## src/design/std_timer_regs.svh

```systemverilog
// Purpose: named constants for the standard timer mode logic
// Assumes: 16-bit counter, 8-bit period compare on the upper byte
// Notes:   included by the timer design files
`ifndef STD_TIMER_REGS_SVH
`define STD_TIMER_REGS_SVH

`define MODE_COMPARE     2'h0
`define MODE_CAPTURE     2'h1
`define MODE_PWM         2'h2
`define MODE_TIMER       2'h3
`define ACT_NONE         2'h0
`define ACT_LOW          2'h1
`define ACT_HIGH         2'h2
`define ACT_TOGGLE       2'h3
`define CNT_ZERO         16'h0000
`define CNT_ONE          16'h0001
`define CNT_ONE_X        17'h00001
`define PERIOD_ZERO      8'h00
`define SYNC_ZERO        2'h0

`endif

```

## src/design/std_timer_pkg.sv

```systemverilog
// Purpose: shared types for the standard timer mode logic
// Assumes: nothing
// Notes:   none
package std_timer_pkg;

	typedef enum logic [1:0]
	{
		OP_COMPARE,
		OP_TIMER,
		OP_PWM,
		OP_PULSE
	} op_mode_e;

	typedef struct packed
	{
		logic [1:0] modeSel;
		logic [1:0] outAction;
		logic       clearSelect;
		logic       outInitialLevel;
		logic       dutyPeriodSwap;
	} timer_ctrl_s;

	typedef struct packed
	{
		logic matchAFlag;
		logic matchPFlag;
	} timer_flags_s;

endpackage : std_timer_pkg

```

## src/design/edge_sync.sv

```systemverilog
// Purpose: two-stage synchroniser with rising-edge pulse
// Assumes: asynchronous input level
// Notes:   first stage feeds only the second stage
`timescale 1ns/1ns
module edge_sync
(
	// Clock and reset
	input  wire logic clk,
	input  wire logic sys_rst,
	// Level in, edge out
	input  wire logic asyncIn,
	output logic      riseOut
);
	logic meta_q;
	logic sync_q;
	logic last_q;

	always_ff @(posedge clk)
	begin
		if (sys_rst)
		begin
			meta_q <= 1'b0;
			sync_q <= 1'b0;
			last_q <= 1'b0;
		end
		else
		begin
			meta_q <= asyncIn;
			sync_q <= meta_q;
			last_q <= sync_q;
		end
	end

	assign riseOut = sync_q & ~last_q;
endmodule : edge_sync

```

## src/design/standard_timer.sv

```systemverilog
// Purpose: operating-mode logic of a 16-bit standard timer
// Assumes: clk is the selected timer clock; control bits from same domain
// Notes:   capture mode is not served; counter holds while stopped
//
// Behaviour
// (RULE1) Mode-select 00 gives compare-match output mode.
// (RULE2) Mode-select 11 works as compare mode but leaves the pin unused.
// (RULE3) Mode-select 10 with output action 10 gives PWM mode.
// (RULE4) Mode-select 10 with output action 11 gives single-pulse mode.
// (RULE5) Clear-select low: clear on P match or wrap; A and P flags raised.
// (RULE6) Clear-select high: clear on A match; only the A flag is raised.
// (RULE7) Software must not load A with zero in compare mode.
// (RULE8) In compare mode only an A match changes the pin.
// (RULE9) Output action picks high, low or toggle; 00 leaves the pin.
// (RULE10) Initial-level bit sets the pin; run rising edge restores it, except in pulse mode.
// (RULE11) PWM ignores clear-select; swap bit picks period and duty register.
// (RULE12) Swap 0: period is P times 256, or 65536 at zero; duty is A.
// (RULE13) Duty at or above period keeps PWM output active all period.
// (RULE14) Swap 1: period is A; duty is P times 256, or 65536 at zero.
// (RULE15) PWM counting keeps running with output action 00 or 01.
// (RULE16) Pulse mode: run rising edge starts count; trigger edge sets run.
// (RULE17) Pulse ends on software clear or A match, which raises interrupt.
// (RULE18) Pulse mode zeroes counter only on run rising edge; P ignored.
// (RULE19) P matches the counter's upper eight bits with the lower eight zero; P of zero matches at all ones.
// (RULE20) Counter advances only while run is high, else holds.
`timescale 1ns/1ns
`include "std_timer_regs.svh"
module standard_timer
#(
	parameter int CNT_W = 16,
	parameter int PER_W = 8
)
(
	// Clock and reset
	input  wire logic                 clk,
	input  wire logic                 sys_rst,
	// Control bits from software
	input  wire std_timer_pkg::timer_ctrl_s ctrl,
	input  wire logic                 runSet,
	input  wire logic                 runClear,
	input  wire logic [CNT_W-1:0]     compareAValue,
	input  wire logic [PER_W-1:0]     comparePValue,
	input  wire logic                 matchAFlagClear,
	input  wire logic                 matchPFlagClear,
	// External trigger pin
	input  wire logic                 extTriggerPin,
	// Status to software
	output logic                      counterRun,
	output logic [CNT_W-1:0]          count,
	output std_timer_pkg::timer_flags_s flags,
	// Timer output pin
	output logic                      timerOut,
	output logic                      timerOutEn
);
	// ==========================================================
	// Parameter checks
	// ==========================================================
	initial
	begin
		if (CNT_W != 16 || PER_W != 8)
		begin
			$error("standard_timer supports only a 16-bit counter, 8-bit period");
		end
	end

	// ==========================================================
	// Helpers
	// ==========================================================
	function automatic logic periodHit(input logic [CNT_W-1:0] c,
		input logic [PER_W-1:0] p);
		logic [PER_W-1:0] top;
		top = c[CNT_W-1:CNT_W-PER_W];
		if (p == `PERIOD_ZERO)
			periodHit = (c == {CNT_W{1'b1}});
		else
			periodHit = (top == p) && (c[CNT_W-PER_W-1:0] == '0);
	endfunction : periodHit

	// Period or duty threshold from P: P x 256, or 65536 at zero, in 17 bits
	function automatic logic [CNT_W:0] pScaled(input logic [PER_W-1:0] p);
		if (p == `PERIOD_ZERO)
			pScaled = {1'b1, {CNT_W{1'b0}}};
		else
			pScaled = {1'b0, p, {(CNT_W-PER_W){1'b0}}};
	endfunction : pScaled

	// ==========================================================
	// Mode decode
	// ==========================================================
	std_timer_pkg::op_mode_e opMode;
	logic                    modeValid;

	always_comb
	begin
		opMode    = std_timer_pkg::OP_COMPARE;
		modeValid = 1'b1;
		unique case (ctrl.modeSel)
			`MODE_COMPARE: opMode = std_timer_pkg::OP_COMPARE; // RULE1
			`MODE_TIMER:   opMode = std_timer_pkg::OP_TIMER; // RULE2
			`MODE_PWM:
			begin
				if (ctrl.outAction == `ACT_TOGGLE)
					opMode = std_timer_pkg::OP_PULSE; // RULE4
				else
					opMode = std_timer_pkg::OP_PWM; // RULE3 RULE15
			end
			`MODE_CAPTURE: modeValid = 1'b0;
		endcase
	end

	logic isCompare;
	logic isPwm;
	logic isPulse;
	assign isCompare = modeValid && (opMode == std_timer_pkg::OP_COMPARE
		|| opMode == std_timer_pkg::OP_TIMER);
	assign isPwm   = modeValid && opMode == std_timer_pkg::OP_PWM;
	assign isPulse = modeValid && opMode == std_timer_pkg::OP_PULSE;

	// ==========================================================
	// Trigger pin synchroniser
	// ==========================================================
	logic trigRise;

	edge_sync u_trig
	(
		.clk     (clk),
		.sys_rst (sys_rst),
		.asyncIn (extTriggerPin),
		.riseOut (trigRise)
	);

	// ==========================================================
	// Comparators
	// ==========================================================
	logic [CNT_W-1:0] cnt_q;
	logic             matchA;
	logic             matchP;

	assign matchA = counterRun && cnt_q == compareAValue;
	assign matchP = counterRun && periodHit(cnt_q, comparePValue); // RULE19

	// PWM compares one count early so a period of N spans exactly N clocks
	logic pwmAHit;
	logic pwmPHit;

	assign pwmAHit = counterRun
		&& ({1'b0, cnt_q} == ({1'b0, compareAValue} - `CNT_ONE_X)); // RULE14
	assign pwmPHit = counterRun
		&& ({1'b0, cnt_q} == (pScaled(comparePValue) - `CNT_ONE_X)); // RULE12

	// ==========================================================
	// Run bit
	// ==========================================================
	logic run_q;
	logic runPrev_q;
	logic runRise;

	assign runRise = run_q & ~runPrev_q;

	always_ff @(posedge clk)
	begin
		if (sys_rst)
			run_q <= 1'b0;
		else if (runSet || (isPulse && trigRise)) // RULE16
			run_q <= 1'b1;
		else if (runClear || (isPulse && matchA)) // RULE17
			run_q <= 1'b0;
	end

	always_ff @(posedge clk)
	begin
		if (sys_rst)
			runPrev_q <= 1'b0;
		else
			runPrev_q <= run_q;
	end

	// ==========================================================
	// Counter clear selection
	// ==========================================================
	logic clearCnt;

	always_comb
	begin
		clearCnt = 1'b0;
		if (isCompare)
			clearCnt = ctrl.clearSelect ? matchA : matchP; // RULE5 RULE6
		else if (isPwm)
			clearCnt = ctrl.dutyPeriodSwap ? pwmAHit : pwmPHit; // RULE11
		else if (!modeValid)
			clearCnt = matchP;
	end

	// ==========================================================
	// Counter
	// ==========================================================
	always_ff @(posedge clk)
	begin
		if (sys_rst)
			cnt_q <= `CNT_ZERO;
		else if (runRise)
			cnt_q <= `CNT_ZERO; // RULE18
		else if (run_q)
		begin
			if (clearCnt && !isPulse)
				cnt_q <= `CNT_ZERO;
			else
				cnt_q <= cnt_q + `CNT_ONE; // RULE20
		end
	end

	// ==========================================================
	// Match flags (set wins over clear)
	// ==========================================================
	logic setA;
	logic setP;
	logic flagA_q;
	logic flagP_q;

	assign setA = (matchA && (isCompare || isPulse)) || (isPwm && pwmAHit); // RULE17
	assign setP = (matchP && isCompare && !ctrl.clearSelect)
		|| (isPwm && pwmPHit); // RULE5 RULE6

	always_ff @(posedge clk)
	begin
		if (sys_rst)
			flagA_q <= 1'b0;
		else if (setA)
			flagA_q <= 1'b1;
		else if (matchAFlagClear)
			flagA_q <= 1'b0;
	end

	always_ff @(posedge clk)
	begin
		if (sys_rst)
			flagP_q <= 1'b0;
		else if (setP)
			flagP_q <= 1'b1;
		else if (matchPFlagClear)
			flagP_q <= 1'b0;
	end

	// ==========================================================
	// PWM duty
	// ==========================================================
	logic [CNT_W:0] dutyVal;
	logic [CNT_W:0] periodVal;
	logic           pwmActive;

	always_comb
	begin
		if (ctrl.dutyPeriodSwap)
		begin
			dutyVal   = pScaled(comparePValue); // RULE14
			periodVal = {1'b0, compareAValue};
		end
		else
		begin
			dutyVal   = {1'b0, compareAValue}; // RULE12
			periodVal = pScaled(comparePValue);
		end
		pwmActive = (dutyVal >= periodVal) // RULE13
			|| ({1'b0, cnt_q} < dutyVal);
	end

	// ==========================================================
	// Output pin
	// ==========================================================
	logic out_q;
	logic outNext;

	always_comb
	begin
		outNext = out_q;
		unique case (ctrl.outAction) // RULE9
			`ACT_NONE:   outNext = out_q;
			`ACT_LOW:    outNext = 1'b0;
			`ACT_HIGH:   outNext = 1'b1;
			`ACT_TOGGLE: outNext = ~out_q;
		endcase
	end

	always_ff @(posedge clk)
	begin
		if (sys_rst)
			out_q <= 1'b0;
		else if (!run_q || runRise)
		begin
			if (isPulse && runRise)
				out_q <= ~ctrl.outInitialLevel; // RULE16
			else if (!isPulse || runRise)
				out_q <= ctrl.outInitialLevel; // RULE10
			else
				out_q <= ctrl.outInitialLevel; // RULE17
		end
		else if (isCompare && setA)
			out_q <= outNext; // RULE8
		else if (isPwm)
			out_q <= pwmActive ? ~ctrl.outInitialLevel
				: ctrl.outInitialLevel; // RULE13
		else if (isPulse && matchA)
			out_q <= ctrl.outInitialLevel; // RULE17
	end

	// ==========================================================
	// Outputs
	// ==========================================================
	assign counterRun = run_q;
	assign count      = cnt_q;
	assign flags      = '{matchAFlag: flagA_q, matchPFlag: flagP_q};
	assign timerOut   = out_q;
	assign timerOutEn = modeValid && opMode != std_timer_pkg::OP_TIMER; // RULE2
endmodule : standard_timer

```

## config.mk

```make
export PLATFORM = sky130hd
export DESIGN_NAME = standard_timer
export DESIGN_NICKNAME = d
export VERILOG_FILES = /design/src/design/std_timer_pkg.sv /design/src/design/edge_sync.sv /design/src/design/standard_timer.sv
export VERILOG_INCLUDE_DIRS = /design/src /design/src/design
export SDC_FILE = /design/constraint.sdc
export NUM_CORES = 1
export LEC_CHECK = 0
export BUFFER_PORTS_ARGS = -buffer_cell sky130_fd_sc_hd__clkbuf_2
export CAP_MARGIN = 10
export CORE_ASPECT_RATIO = 1.5
export CORE_MARGIN = 2
export CORE_UTILIZATION = 50
export CTS_CLUSTER_DIAMETER = 200
export DETAILED_ROUTE_END_ITERATION = 7
export GPL_TIMING_DRIVEN = 0
export PLACE_DENSITY = 0.83
export SLEW_MARGIN = 20
export SYNTH_ARGS = -nofsm -noshare
export SYNTH_HDL_FRONTEND = slang
export SYNTH_SLANG_ARGS = --single-unit
```

## constraint.sdc

```tcl
create_clock -name clk -period 4.6 [get_ports clk]
set_clock_uncertainty 0.2 [all_clocks]
set_input_delay 0.69 -clock clk [delete_from_list [all_inputs] [get_ports clk]]
set_output_delay 0.69 -clock clk [all_outputs]
set_load 0.01 [all_outputs]
```

==> metrics.md <==
| Metric | Value |
|---|---|
| Fin util | `57.7%` |
| Setup Crit Path Kind | `in -> reg` |
| # resized after CTS | `0` |
| Initial antenna violation count | `0` |
| FMAX | `252 MHz` |
| Comb pwr share | `36.3%` |
| Congestion Overflow GR | `0` |
| Routed WL | `10.1 mm` |
| 1st-pass router iterations | `5` |
| CTS tree | `built` |
| Syn Std Cell Area | `3340 um2` |
| Arr. time, crit path | `3930 ps` |
| Worst setup EP type | `register` |
| # Post-CTS Setup Buffers | `0` |
| Io pins | `59` |
| Crit path time final | `3970 ps` |
| Starting density of the core | `51.5%` |
| CP Buf/Inv Count | `3` |
| Synth Instances | `448` |
| Number of inserted diodes | `0` |
| Final Hold Violating Endpoints | `0` |
| Routed via count | `3623` |
| Worst Hold Slack | `266 ps` |
| CTS Sinks | `24` |
| Synth Warn # | `0` |
| Initial DRC count | `263` |
| Switching share of power | `34.7%` |
| Final GP Congestion | `0.983` |
| Pwr Density | `150 nW/um2` |
| Syn_area_per_cell | `7.46 um2` |
| Clk Latency, worst-skew pair | `270 ps` |
| Max Cap Viol | `0` |
| RSZ-0062 raised after global routing | `false` |
| Max-slew violation count | `0` |
| Average wire per standard cell | `17.4 um` |
| Post-synth ARST share | `0%` |
| Fin crit share | `86.3%` |
| Global-route wire length before repair | `16.3 mm` |
| Seq/Total Area, Yosys | `14.4%` |
| Switching power total | `196 uW` |
| CP cell instances | `clkbuf_2, clkbuf_1, buf_1, mux2i_1, ha_1, nand4_1, a211o_1, o311ai_0, o2111ai_1, nand3_1, o211ai_1` |
| CORE AREA | `6490 um2` |
| DR vias/cell | `6.27` |
| Slowest CP cell | `o311ai_0` |
| HPWL after DPL | `8.27 mm` |
| Largest net degree at the start of global routing | `14` |
| Final #Nets | `572` |
| Startpoint Class | `input pin` |
| Share of post-route cells with drive strength above 1 | `17.7%` |
| DIE AREA | `7370 um2` |
| Cts hold-fix bufs | `0` |
| CTS Buf Count | `3` |
| Port Buffers | `50` |
| Clock root buffer | `clkbuf_8` |
| Critical Path RT | `4560 ps` |
| Clk slew on worst S/H paths | `80 ps` |
| Vias in the first global route | `3536` |
| DRC | `0` |
| Syn_nets | `517` |
| Sequential share of power | `38.1%` |
| Post-synthesis cell type count | `65` |
| EDFF count, synth | `0` |
| Outcome | `completed` |
| Die width | `70.8 um` |
| FP Rows | `36` |
| Critical-path maximum fanout | `10` |
| Antenna-violating nets left | `0` |
| Chip height | `104 um` |
| Worst path top cell family by delay | `compound AO/OA/AOI/OAI gates` |
| Internal power | `367 uW` |
| Setup_tns | `0 ps` |
| Final setup viols | `0` |
| P_leak | `0.00155 uW` |
| CP peak stage delay | `740 ps` |
| CTS Buffer Depth | `2` |
| Clock share of power | `25.6%` |
| Top FF cell, synth | `dfxtp_1` |
| Total Routing Usage GR | `26.7%` |
| Slew @ Worst Pin | `823 ps` |
| H-tree Lvls | `1` |
| Syn-to-layout area delta | `12.0%` |
| Relative slew slack | `44.4%` |
| Synthesis-stage register bit count | `24` |
| Hold WC Path Type | `reg -> reg` |
| Worst VDD drop | `0.254 mV` |
## synth_stat cells (all sizes together), types with 5 or more instances
| cell | n | area [um2] |
|---|---|---|
| o21ai | 13 | 65.1 |
| xor2 | 17 | 149 |
| nor2 | 24 | 90.1 |
| nor3 | 26 | 135 |
| a31oi | 6 | 37.5 |
| o211ai | 5 | 37.5 |
| nand2b | 10 | 62.6 |
| xnor2 | 27 | 236 |
| nor2b | 7 | 43.8 |
| o2111ai | 5 | 43.8 |
| a211oi | 10 | 87.6 |
| nand2 | 36 | 135 |
| dfxtp | 24 | 480 |
| or3 | 6 | 37.5 |
| inv | 35 | 131 |
| and3 | 5 | 31.3 |
| ha | 31 | 388 |
| nand3 | 13 | 65.1 |
| buf | 11 | 71.3 |
| nor4 | 6 | 37.5 |
| clkbuf | 21 | 83.8 |
| mux2i | 9 | 90.1 |
| nand4 | 15 | 100 |
| a21oi | 16 | 83.8 |
| a21o | 7 | 52.6 |
| or4 | 7 | 52.6 |
## stage by stage
stage / setup WS [ps] / cell area, um2 / total power, uW / instances
floorplan: 1150 / 3340 / 356 / 448
global placement: 483 / 3690 / 414 / 574
detailed placement: 417 / 3690 / 420 / 574
CTS: 698 / 3740 / 560 / 578
global route: 446 / 3740 / 597 / 578
finish: 630 / 3740 / 563 / 578
## per-layer routing
metal | GRT usage [%] | wire (um)
met4 | 17.0 | 665
met2 | 46.7 | 4990
met1 | 29.5 | 3880
met5 | 0 | 0
met3 | 3.68 | 534
## layout by cell type (no fill, tap or decap), types with 7 or more instances in the layout
cell      count
mux2i_1       9
nand2b_1     10
nor3_1       25
a21oi_1      15
nor2_1       24
inv_1        35
or4_1         7
xor2_1       17
clkbuf_2     54
nor2b_1       7
nand2_1      36
nand3_1      13
o21ai_0      13
a211oi_1      9
xnor2_1      27
nand4_1      14
a21o_1        7
dfxtp_1      24
clkbuf_1     17
ha_1         31
## area by class of cell
cell class	count	area (um2)
Buffer	32	155
Clock buffer	4	55.1
Fill cell	620	2740
Inverter	35	131
Multi-Input combinational cell	357	2580
Sequential cell	24	480
Tap cell	76	95.1
Timing Repair Buffer	50	250
## worst paths after layout
path                  from  depth (start not counted)  slack, ps            end
min          u_trig.meta_q                          1        270  u_trig.sync_q
max reg2reg      count[13]                          9       1140       count[1]
max                ctrl[0]                         11        630       timerOut
min reg2reg  u_trig.meta_q                          1        270  u_trig.sync_q
## kinds of logic after synthesis
logic type / Yosys count / share of synthesized area (%)
XOR/XNOR: 44 / 11.5
AO/OA/AOI/OAI: 91 / 20.1
AND/OR/NAND/NOR: 178 / 29.8
adder cells (fa/ha/maj): 31 / 11.6
flip-flops: 24 / 14.4
multiplexers: 13 / 4.04
buffers and inverters: 67 / 8.57
## power groups by stage
stage / combinational [uW] / sequential (uW) / clock (uW)
5_1_grt: 225 / 215 / 157
2_1_floorplan: 137 / 220 / 0
4_1_cts: 201 / 215 / 144
3_3_place_gp: 194 / 219 / 0
6_report: 204 / 215 / 144
3_5_place_dp: 200 / 219 / 0
## flip-flops by register name, summed over array words and instances (netlist names)
register       count
u_trig.sync_q      1
runPrev_q          1
flagA_q            1
count             16
flagP_q            1
timerOut           1
counterRun         1
u_trig.meta_q      1
u_trig.last_q      1
Note: power is estimated with default switching activity, not from simulation.
